**config.mk**
```make
export PLATFORM = sky130hd
export DESIGN_NAME = pwm_timer_top
export DESIGN_NICKNAME = d
export VERILOG_FILES = /design/src/pwm_timer_pkg.sv /design/src/pwm_timer_top.sv /design/src/pwm_timer_unit.sv
export SDC_FILE = /design/constraint.sdc
export NUM_CORES = 1
export LEC_CHECK = 0
export ABC_CLOCK_PERIOD_IN_PS = 2900
export BUFFER_PORTS_ARGS = -buffer_cell sky130_fd_sc_hd__buf_2
export CAP_MARGIN = 20
export CORE_AREA = 3 3 216 218
export DETAILED_ROUTE_END_ITERATION = 10
export DIE_AREA = 0 0 219 221
export SLEW_MARGIN = 20
export SYNTH_ARGS = -nofsm -noshare
export SYNTH_HDL_FRONTEND = slang
export SYNTH_SLANG_ARGS = --single-unit
export TNS_END_PERCENT = 1
```
**constraint.sdc**
```tcl
create_clock -name CORE_CLK -period 2.9 [get_ports CORE_CLK]
set_clock_uncertainty 0.1 [all_clocks]
set_input_delay 0.29 -clock CORE_CLK [delete_from_list [all_inputs] [get_ports CORE_CLK]]
set_output_delay 0.29 -clock CORE_CLK [all_outputs]
set_load 0.02 [all_outputs]
```
**src/pwm_timer_pkg.sv**
```systemverilog
// Purpose: constants and types for the three-instance dual-reload pwm timer
// Assumes: axi4-lite register access, one core clock
// Notes: register layout below
// Operation
// each instance has a 16-bit counter and two 16-bit reload registers
// each instance has an output-capable pwm pin and an input-only aux pin
// three mode select bits choose pwm, event counter or capture mode; the code has only pwm modes 101 and 100, other modes stop the counter
// first timer counts at cycle rate; second and third may count fast
// cycle rate is oscillator over five; fast rate is oscillator times two
// fast select bit 1 for third timer, bit 0 for second timer
// reset clears the fast clock control register to zero
// bit 7 lets the second timer run during idle
// in pwm mode the counter decrements at its selected rate
// underflow reloads the counter and sets a pending flag
// first underflow loads reload a, then alternate starting with reload b
// the two reload registers hold on-time and off-time counts
// toggle mode flips the pwm pin on underflow; otherwise pin holds
// pend a and pend b set alternately and stay until software clears
// irq enable a requests interrupt on reload from reload a
// irq enable b requests interrupt on reload from reload b
// the two interrupt enables are independent
// fast-mode port bit operations overlapping a toggle may lose it
// no lost toggle at cycle rate or at cycle-aligned toggles
// software delays port bit operations near a fast toggle
// run control bit starts counting at 1 and stops at 0
// software stops a fast timer before changing its registers
// mode 101 is pwm with toggle, 100 is pwm without toggle
// fast clock control bits 6 to 2 read zero and ignore writes
package pwm_timer_pkg;
	localparam int NUM_TIMERS = 3;
	localparam logic [7:0] FAST_CTRL_RESET = 8'h00;
	localparam logic [7:0] FAST_CTRL_MASK = 8'h83;
	localparam int IDLE_RUN_BIT = 7;
	localparam logic [2:0] MODE_PWM_TOGGLE = 3'h5;
	localparam logic [2:0] MODE_PWM_HOLD = 3'h4;
	// register map, byte addresses; timer n at TIMER_BASE + n * TIMER_STRIDE
	localparam logic [7:0] ADDR_FAST_CTRL = 8'h00;
	localparam logic [7:0] ADDR_IDLE = 8'h04;
	localparam logic [7:0] TIMER_BASE = 8'h10;
	localparam logic [7:0] TIMER_STRIDE = 8'h10;
	localparam logic [3:0] OFS_CTRL = 4'h0;
	localparam logic [3:0] OFS_COUNT = 4'h4;
	localparam logic [3:0] OFS_RELOAD_A = 4'h8;
	localparam logic [3:0] OFS_RELOAD_B = 4'hC;
	// control word bit positions
	localparam int CTL_RUN = 0;
	localparam int CTL_MODE_LO = 1;
	localparam int CTL_PEND_A = 4;
	localparam int CTL_PEND_B = 5;
	localparam int CTL_EN_A = 6;
	localparam int CTL_EN_B = 7;
	localparam logic [1:0] AXI_OKAY = 2'h0;
	localparam logic [1:0] AXI_SLVERR = 2'h2;
	// clock rates: instruction cycle is osc/5, fast is osc*2, so fast is 10x slow
	localparam int OSC_KHZ = 10000;
	localparam int SLOW_KHZ = OSC_KHZ / 5;
	localparam int FAST_KHZ = OSC_KHZ * 2;
	localparam int CORE_KHZ = 125000;
	localparam int SLOW_DIV = CORE_KHZ / SLOW_KHZ;
	localparam int FAST_DIV = CORE_KHZ / FAST_KHZ;

	typedef struct packed {
		logic run;
		logic [2:0] mode;
		logic pend_a;
		logic pend_b;
		logic irq_en_a;
		logic irq_en_b;
	} timer_ctrl_t;

	typedef struct packed {
		logic we_ctrl;
		logic we_count;
		logic we_ra;
		logic we_rb;
		logic [15:0] wdata;
	} timer_wr_t;
endpackage

```
**src/pwm_timer_top.sv**
```systemverilog
// Purpose: three pwm timers with fast clock select behind axi4-lite
// Assumes: core clock 125 mhz; ticks derived by dividers
// Notes: idle input stops the second timer unless idle run is set
`timescale 1ns/1ps
module pwm_timer_top (
	input wire logic CORE_CLK,
	input wire logic RST,
	input wire logic IDLE,
	input wire logic [7:0] S_AXI_AWADDR,
	input wire logic S_AXI_AWVALID,
	output logic S_AXI_AWREADY,
	input wire logic [31:0] S_AXI_WDATA,
	input wire logic [3:0] S_AXI_WSTRB,
	input wire logic S_AXI_WVALID,
	output logic S_AXI_WREADY,
	output logic [1:0] S_AXI_BRESP,
	output logic S_AXI_BVALID,
	input wire logic S_AXI_BREADY,
	input wire logic [7:0] S_AXI_ARADDR,
	input wire logic S_AXI_ARVALID,
	output logic S_AXI_ARREADY,
	output logic [31:0] S_AXI_RDATA,
	output logic [1:0] S_AXI_RRESP,
	output logic S_AXI_RVALID,
	input wire logic S_AXI_RREADY,
	input wire logic [2:0] AUX_IN_PIN,
	output logic [2:0] PWM_OUT_PIN,
	output logic [2:0] PWM_OUT_OE,
	output logic [2:0] IRQ
);
	localparam int N = pwm_timer_pkg::NUM_TIMERS;
	typedef struct packed {
		logic [7:0] fast_ctrl;
		logic [7:0] slow_cnt;
		logic [7:0] fast_cnt;
		logic [7:0] awaddr;
		logic aw_have;
		logic [31:0] wdata;
		logic [3:0] wstrb;
		logic w_have;
		logic bvalid;
		logic [1:0] bresp;
		logic rvalid;
		logic [31:0] rdata;
		logic [1:0] rresp;
	} top_st_t;
	top_st_t s_q, s_d;

	logic slow_tick, fast_tick, do_write;
	logic [N-1:0] tick;
	pwm_timer_pkg::timer_wr_t wr [N];
	pwm_timer_pkg::timer_ctrl_t ctl [N];
	logic [15:0] cnt [N];
	logic [15:0] ra [N];
	logic [15:0] rb [N];

	// timer index of an address, or N when outside the timer window
	function automatic logic [1:0] tsel(input logic [7:0] a);
		logic [7:0] rel;
		rel = a - pwm_timer_pkg::TIMER_BASE;
		if (a < pwm_timer_pkg::TIMER_BASE || rel[7:4] >= 4'(N)) begin
			return 2'(N);
		end else begin
			return rel[5:4];
		end
	endfunction

	assign slow_tick = s_q.slow_cnt == 8'(pwm_timer_pkg::SLOW_DIV - 1);
	assign fast_tick = s_q.fast_cnt == 8'(pwm_timer_pkg::FAST_DIV - 1);
	assign do_write = s_q.aw_have && s_q.w_have && !s_q.bvalid;

	// per-timer rate select and write strobes
	generate
		for (genvar i = 0; i < N; i++) begin : g_t
			logic run_ok;
			logic sel_fast;
			logic hit;
			if (i == 0) begin : g_slow
				assign sel_fast = 1'b0;
			end else begin : g_hs
				assign sel_fast = s_q.fast_ctrl[i-1];
			end
			if (i == 1) begin : g_idle
				assign run_ok = !IDLE || s_q.fast_ctrl[pwm_timer_pkg::IDLE_RUN_BIT];
			end else begin : g_norm
				assign run_ok = !IDLE;
			end
			assign tick[i] = run_ok && (sel_fast ? fast_tick : slow_tick);
			assign hit = do_write && tsel(s_q.awaddr) == 2'(i) && (&s_q.wstrb[1:0]);
			assign wr[i].we_ctrl = hit && s_q.awaddr[3:0] == pwm_timer_pkg::OFS_CTRL;
			assign wr[i].we_count = hit && s_q.awaddr[3:0] == pwm_timer_pkg::OFS_COUNT;
			assign wr[i].we_ra = hit && s_q.awaddr[3:0] == pwm_timer_pkg::OFS_RELOAD_A;
			assign wr[i].we_rb = hit && s_q.awaddr[3:0] == pwm_timer_pkg::OFS_RELOAD_B;
			assign wr[i].wdata = s_q.wdata[15:0];
			pwm_timer_unit u_t (
				.clk(CORE_CLK),
				.rst(RST),
				.tick(tick[i]),
				.wr(wr[i]),
				.ctrl(ctl[i]),
				.count(cnt[i]),
				.reload_a(ra[i]),
				.reload_b(rb[i]),
				.pwm_out(PWM_OUT_PIN[i]),
				.pwm_oe(PWM_OUT_OE[i]),
				.irq(IRQ[i])
			);
		end
	endgenerate

	always_comb begin
		logic [1:0] t;
		logic [7:0] ra_addr;
		t = 2'h0;
		ra_addr = 8'h00;
		s_d = s_q;
		s_d.slow_cnt = slow_tick ? 8'h00 : s_q.slow_cnt + 8'h01;
		s_d.fast_cnt = fast_tick ? 8'h00 : s_q.fast_cnt + 8'h01;
		if (S_AXI_AWVALID && !s_q.aw_have) begin
			s_d.aw_have = 1'b1;
			s_d.awaddr = S_AXI_AWADDR;
		end
		if (S_AXI_WVALID && !s_q.w_have) begin
			s_d.w_have = 1'b1;
			s_d.wdata = S_AXI_WDATA;
			s_d.wstrb = S_AXI_WSTRB;
		end
		if (do_write) begin
			s_d.aw_have = 1'b0;
			s_d.w_have = 1'b0;
			s_d.bvalid = 1'b1;
			s_d.bresp = pwm_timer_pkg::AXI_OKAY;
			if (s_q.awaddr == pwm_timer_pkg::ADDR_FAST_CTRL) begin
				if (s_q.wstrb[0]) begin
					s_d.fast_ctrl = s_q.wdata[7:0] & pwm_timer_pkg::FAST_CTRL_MASK;
				end
			end else if (tsel(s_q.awaddr) == 2'(N) || s_q.awaddr[1:0] != 2'h0) begin
				s_d.bresp = pwm_timer_pkg::AXI_SLVERR;
			end
		end
		if (s_q.bvalid && S_AXI_BREADY) begin
			s_d.bvalid = 1'b0;
		end
		if (S_AXI_ARVALID && !s_q.rvalid) begin
			ra_addr = S_AXI_ARADDR;
			t = tsel(ra_addr);
			s_d.rvalid = 1'b1;
			s_d.rresp = pwm_timer_pkg::AXI_OKAY;
			s_d.rdata = 32'h0000_0000;
			if (ra_addr == pwm_timer_pkg::ADDR_FAST_CTRL) begin
				s_d.rdata = {24'h000000, s_q.fast_ctrl};
			end else if (ra_addr == pwm_timer_pkg::ADDR_IDLE) begin
				s_d.rdata = {28'h0000000, AUX_IN_PIN, IDLE};
			end else if (t == 2'(N) || ra_addr[1:0] != 2'h0) begin
				s_d.rresp = pwm_timer_pkg::AXI_SLVERR;
			end else if (ra_addr[3:0] == pwm_timer_pkg::OFS_CTRL) begin
				s_d.rdata = {24'h000000, ctl[t].irq_en_b, ctl[t].irq_en_a, ctl[t].pend_b,
					ctl[t].pend_a, ctl[t].mode, ctl[t].run};
			end else if (ra_addr[3:0] == pwm_timer_pkg::OFS_COUNT) begin
				s_d.rdata = {16'h0000, cnt[t]};
			end else if (ra_addr[3:0] == pwm_timer_pkg::OFS_RELOAD_A) begin
				s_d.rdata = {16'h0000, ra[t]};
			end else begin
				s_d.rdata = {16'h0000, rb[t]};
			end
		end
		if (s_q.rvalid && S_AXI_RREADY) begin
			s_d.rvalid = 1'b0;
		end
	end

	always_ff @(posedge CORE_CLK) begin
		if (RST) begin
			s_q <= '0;
		end else begin
			s_q <= s_d;
		end
	end

	assign S_AXI_AWREADY = !s_q.aw_have;
	assign S_AXI_WREADY = !s_q.w_have;
	assign S_AXI_BVALID = s_q.bvalid;
	assign S_AXI_BRESP = s_q.bresp;
	assign S_AXI_ARREADY = !s_q.rvalid;
	assign S_AXI_RVALID = s_q.rvalid;
	assign S_AXI_RDATA = s_q.rdata;
	assign S_AXI_RRESP = s_q.rresp;

	reset_clear_a: assert property (@(posedge CORE_CLK)
		RST |=> s_q.fast_ctrl == pwm_timer_pkg::FAST_CTRL_RESET)
		else $error("fast control not cleared");
	rsvd_zero_a: assert property (@(posedge CORE_CLK) disable iff (RST)
		s_q.fast_ctrl[6:2] == 5'h00)
		else $error("reserved bits set");
	first_slow_a: assert property (@(posedge CORE_CLK) disable iff (RST)
		tick[0] |-> slow_tick)
		else $error("first timer ticked fast");
	fast_sel_a: assert property (@(posedge CORE_CLK) disable iff (RST)
		(tick[2] && !slow_tick) |-> s_q.fast_ctrl[1])
		else $error("third timer fast without select");
	idle_stop_a: assert property (@(posedge CORE_CLK) disable iff (RST)
		(IDLE && !s_q.fast_ctrl[pwm_timer_pkg::IDLE_RUN_BIT]) |-> !tick[1])
		else $error("second timer ran in idle");
endmodule

```
**src/pwm_timer_unit.sv**
```systemverilog
// Purpose: one dual-reload down counter instance in pwm mode
// Assumes: tick is a one-cycle pulse at the selected count rate
// Notes: counter and reloads reset to zero
`timescale 1ns/1ps
module pwm_timer_unit (
	input wire logic clk,
	input wire logic rst,
	input wire logic tick,
	input wire pwm_timer_pkg::timer_wr_t wr,
	output pwm_timer_pkg::timer_ctrl_t ctrl,
	output logic [15:0] count,
	output logic [15:0] reload_a,
	output logic [15:0] reload_b,
	output logic pwm_out,
	output logic pwm_oe,
	output logic irq
);
	typedef struct packed {
		pwm_timer_pkg::timer_ctrl_t ctrl;
		logic [15:0] count;
		logic [15:0] ra;
		logic [15:0] rb;
		logic next_b;
		logic pin;
	} unit_st_t;
	unit_st_t s_q, s_d;
	logic pwm_mode;
	logic uf;
	assign pwm_mode = s_q.ctrl.mode == pwm_timer_pkg::MODE_PWM_TOGGLE ||
		s_q.ctrl.mode == pwm_timer_pkg::MODE_PWM_HOLD;
	assign uf = pwm_mode && s_q.ctrl.run && tick && s_q.count == 16'h0000;

	always_comb begin
		s_d = s_q;
		if (pwm_mode && s_q.ctrl.run && tick) begin
			s_d.count = s_q.count - 16'h0001;
		end
		if (uf) begin
			s_d.count = s_q.next_b ? s_q.rb : s_q.ra;
			s_d.next_b = ~s_q.next_b;
			if (s_q.next_b) begin
				s_d.ctrl.pend_b = 1'b1;
			end else begin
				s_d.ctrl.pend_a = 1'b1;
			end
			if (s_q.ctrl.mode == pwm_timer_pkg::MODE_PWM_TOGGLE) begin
				s_d.pin = ~s_q.pin;
			end
		end
		if (wr.we_ctrl) begin
			s_d.ctrl.run = wr.wdata[pwm_timer_pkg::CTL_RUN];
			s_d.ctrl.mode = wr.wdata[pwm_timer_pkg::CTL_MODE_LO +: 3];
			s_d.ctrl.irq_en_a = wr.wdata[pwm_timer_pkg::CTL_EN_A];
			s_d.ctrl.irq_en_b = wr.wdata[pwm_timer_pkg::CTL_EN_B];
			// set wins over clear
			s_d.ctrl.pend_a = (uf && !s_q.next_b) | wr.wdata[pwm_timer_pkg::CTL_PEND_A];
			s_d.ctrl.pend_b = (uf && s_q.next_b) | wr.wdata[pwm_timer_pkg::CTL_PEND_B];
			if (wr.wdata[pwm_timer_pkg::CTL_RUN] && !s_q.ctrl.run) begin
				s_d.next_b = 1'b0;
			end
		end
		if (wr.we_count) begin
			s_d.count = wr.wdata;
		end
		if (wr.we_ra) begin
			s_d.ra = wr.wdata;
		end
		if (wr.we_rb) begin
			s_d.rb = wr.wdata;
		end
	end

	always_ff @(posedge clk) begin
		if (rst) begin
			s_q <= '0;
		end else begin
			s_q <= s_d;
		end
	end

	assign ctrl = s_q.ctrl;
	assign count = s_q.count;
	assign reload_a = s_q.ra;
	assign reload_b = s_q.rb;
	// pin flop written only by underflow; no port bit write can undo a toggle
	assign pwm_out = s_q.pin;
	assign pwm_oe = pwm_mode;
	assign irq = (s_q.ctrl.pend_a & s_q.ctrl.irq_en_a) |
		(s_q.ctrl.pend_b & s_q.ctrl.irq_en_b);

	first_from_a_a: assert property (@(posedge clk) disable iff (rst)
		(uf && !s_q.next_b && !wr.we_count && !wr.we_ctrl) |=> count == $past(s_q.ra))
		else $error("reload a not loaded");
	alt_b_a: assert property (@(posedge clk) disable iff (rst)
		(uf && s_q.next_b && !wr.we_count && !wr.we_ctrl) |=> count == $past(s_q.rb))
		else $error("reload b not loaded");
	pend_sticky_a: assert property (@(posedge clk) disable iff (rst)
		(ctrl.pend_a && !wr.we_ctrl) |=> ctrl.pend_a)
		else $error("pend a cleared itself");
	pend_set_a: assert property (@(posedge clk) disable iff (rst)
		uf |=> (ctrl.pend_a || ctrl.pend_b))
		else $error("underflow set no flag");
	toggle_a: assert property (@(posedge clk) disable iff (rst)
		(uf && s_q.ctrl.mode == pwm_timer_pkg::MODE_PWM_TOGGLE) |=> pwm_out != $past(pwm_out))
		else $error("pin did not toggle");
	hold_pin_a: assert property (@(posedge clk) disable iff (rst)
		(s_q.ctrl.mode == pwm_timer_pkg::MODE_PWM_HOLD) |=> $stable(pwm_out))
		else $error("pin moved without toggle mode");
	stop_hold_a: assert property (@(posedge clk) disable iff (rst)
		(!s_q.ctrl.run && !wr.we_count && !wr.we_ctrl) |=> $stable(count))
		else $error("stopped counter moved");
	irq_gate_a: assert property (@(posedge clk) disable iff (rst)
		(ctrl.pend_a && ctrl.irq_en_a) |-> irq)
		else $error("enabled pend a gave no irq");
endmodule

```
==> flow_summary.toml <==
[run_status]
status = "finished clean"

[yosys]
ys.flop_type = "dfxtp_1"
syn_area_mm2 = 0.0135
syn_inst = 1727
synth_area_per_cell_um2 = 7.79
synth.distinct_cells = 83
ys_ff_latch = 241
synth_warnings = 0
synthArstFlopShare_pct = 0
synth_edf_count = 0
ys_seq_area_share_pct = 35.8

[run]
maxCapViolCount = 0

[floorplanning]
die_area_mm2 = 0.0484
pin_count = 113
coreArea_mm2 = 0.0451
num_rows = 78
die_h_um = 221
floorplan.initialDensity_pct = 29.9
fp.dieW_um = 219

[worst_setup_path]
rr_startpoint = "s_q[81]"
start_kind = "register"
worstPathRequired_ns = 3.24
r2r_setup_slack_ns = 0.22
r2r_end = "g_t[2].u_t.ctrl[3]"
slowest_delay_ns = 0.83
cp_cell_sequence = "inv_1 > ha_1 > nand4bb_1 > nor3_2 > a21oi_4 > nor4_4 > a211oi_1 > a211oi_1"
worstPathMaxFanout = 16
crit_type = "reg -> reg"
end_kind = "register"
crit_top_cell = "a211oi_1"
cpMaxStageDelayCell = "nor4_4"
arrival_ns = 3.02
reg2regPathDepth = 8

[final_layout]
synthToLayoutAreaGrowth_pct = 16.5
drive_above_1_share_pct = 14.3
diodes = 0
stdcell_area_mm2 = 0.0157
finalNetCount = 1863

[routing]
drc = 0
vias = 13000
drt_iter0_drc = 1224
via_per_inst = 5.40
drtAntennaViolNets = 0
wire_per_inst_um = 19.5
drt-total-wl_mm = 47.0
first_pass_iters = 8

[clock_network]
h-tree-depth = 1
clkSinkCount = 241
cts_tree = "built"
clock_latency_ns = 0.55
cts_max_path_buffers = 3
clock-root-buffer = "clkbuf_16"
clk_pin_slew_ns = 0.06
cts_buffers = 29
cts_resized = 0

[placed_design]
port_buffers = 76
place_area_mm2 = 0.0143
globalplace.congestion = 0.909
dp_hpwl_mm = 33.4

[min_path]
hold_start = "RST"
hp-class = "in -> reg"
hold_path_depth = 2
hold_end = "g_t[1].u_t.pwm_out"

[sta]
drv_slew = 0
period_minus_slack_ns = 2.68
relSlewSlack_pct = 31.6
worst_pin_slew_ns = 1.03
rsz0062_at_grt = "no"
setup_tns_ns = 0
post-route-period-util_pct = 92.4
setup_viol = 0
finalHoldViolations = 0
max_freq_mhz = 373

[global_route]
grt_overflow = 0
track_usage_pct = 18.5
grt_pass1_vias = 12100
grt_pass1_wl_mm = 71.2
antenna_found_initial = 0
grt_max_degree = 115

[power_and_ir_drop]
power_leakage_nw = 5.69
ir_worst_vdd_mv = 0.421
p_per_area_mw_per_mm2 = 500
==> critical path: cells and delay by family, from the launching register on <==
family          cells  cell delay (ns)
simple gates        3             1.26
compound gates      3             0.54
flops               1             0.36
fa+ha+maj           1             0.25
buf+inv             1             0.09
==> synth_stat cells (all sizes together) (6+ instances only) <==
cell	instances	area share (%)
o211ai	10	0.56
and2	7	0.33
or2	6	0.28
nand2	331	9.3
nor2b	17	0.79
clkbuf	75	2.1
nor2	156	4.4
ha	17	1.6
dfxtp	241	36
nand4	17	0.79
xnor2	10	0.65
mux2i	91	6.8
a21oi	185	7.0
nor4	24	2.2
buf	93	4.4
a211oi	61	3.7
or4	6	0.36
inv	37	1.0
mux2	13	1.1
xor2	15	0.98
nand3	50	1.9
nor3	42	1.8
o21ai	22	0.82
a221oi	6	0.39
o22ai	53	2.5
nand2b	7	0.33
a22oi	20	1.1
a31oi	15	0.70
and3	12	0.56
or3	9	0.42
==> per-layer routing <==
layer / part of all wire, % / vias to the layer above / track usage (%)
met5: 0 / - / 0
met4: 3.9 / 0 / 6.94
met3: 7.5 / 108 / 3.13
met2: 46 / 561 / 30.2
met1: 42 / 6148 / 24.4
li1: - / 6164 / -
==> placed cells by master (no fill, tap or decap), types with 16 or more instances in the layout <==
cell	n
a21oi_1	184
nand4_1	17
buf_4	65
nand3_1	49
inv_1	36
nor3_1	37
dfxtp_1	241
a211oi_1	53
nor2b_1	16
a22oi_1	20
nand2_1	329
clkbuf_16	29
o22ai_1	53
ha_1	17
dlygate4sd3_1	30
buf_2	75
conb_1	18
nor2_1	152
mux2i_1	91
==> stage by stage <==
step                power (W)  setup WS (ns)  util [%]  std cells  hold slack, ns
detailed placement    0.00401          0.144      31.8       2320           0.354
CTS                   0.00789          0.147      34.7       2403          0.0471
floorplan             0.00381          0.536         -       1744           0.326
global route          0.00807         0.0679      34.8       2405          0.0823
finish                0.00783          0.221      34.8       2405          0.0570
global placement      0.00400          0.190      31.8       2319           0.342
==> state kept, by name (all words and copies together), names as in the netlist <==
signal,flops
S_AXI_RRESP,1
g_t.u_t.count,48
S_AXI_BRESP,1
g_t.sel_fast,2
g_t.u_t.s_q,3
s_q,45
g_t.u_t.pwm_out,3
S_AXI_BVALID,1
S_AXI_RDATA,16
g_t.u_t.ctrl,24
g_t.u_t.reload_a,48
S_AXI_RVALID,1
g_t.u_t.reload_b,48
==> where the power goes <==
group / internal [W] / switching [W] / total [W]
clock network: 0.00239 / 0.00147 / 0.00386
registers: 0.00335 / 0.0000975 / 0.00345
logic: 0.000183 / 0.000348 / 0.000531
==> kinds of logic after synthesis <==
family | after synthesis | share of synthesized area (%)
buf+inv | 205 | 7.55
mux | 104 | 7.85
xor+xnor | 25 | 1.63
simple gates | 712 | 25.6
compound gates | 422 | 19.9
fa+ha+maj | 17 | 1.58
flops | 241 | 35.8
other cells | 1 | 0.0279
==> area by class of cell <==
cell class / instances / area (um^2)
well taps: 600 / 751
inverters: 37 / 139
clock buffers: 41 / 851
flip-flops and latches: 241 / 4820
fillers: 4732 / 29400
multi-input cells: 1298 / 7690
repair buffers: 176 / 1250
clock inverters: 12 / 171
==> how the worst max path moves through the flow <==
stage                  from                      end  slack [ns]  depth (start not counted)
detailed placement  s_q[81]  g_t[0].u_t.reload_a[10]        0.14                          8
CTS                 s_q[81]  g_t[0].u_t.reload_a[10]        0.15                          8
finish              s_q[81]       g_t[2].u_t.ctrl[3]        0.22                          8
global route        s_q[81]       g_t[2].u_t.ctrl[3]        0.07                          8
floorplan           s_q[80]  g_t[1].u_t.reload_a[10]        0.54                          9
global placement    s_q[81]   g_t[1].u_t.reload_a[9]        0.19                          7
==> what timing repair did <==
action,4_1_cts,5_1_grt
hold endpoints to repair,30,0
hold buffers,30,0
buffers inserted,0,0
No activity file was read; power rests on OpenSTA's default activity.
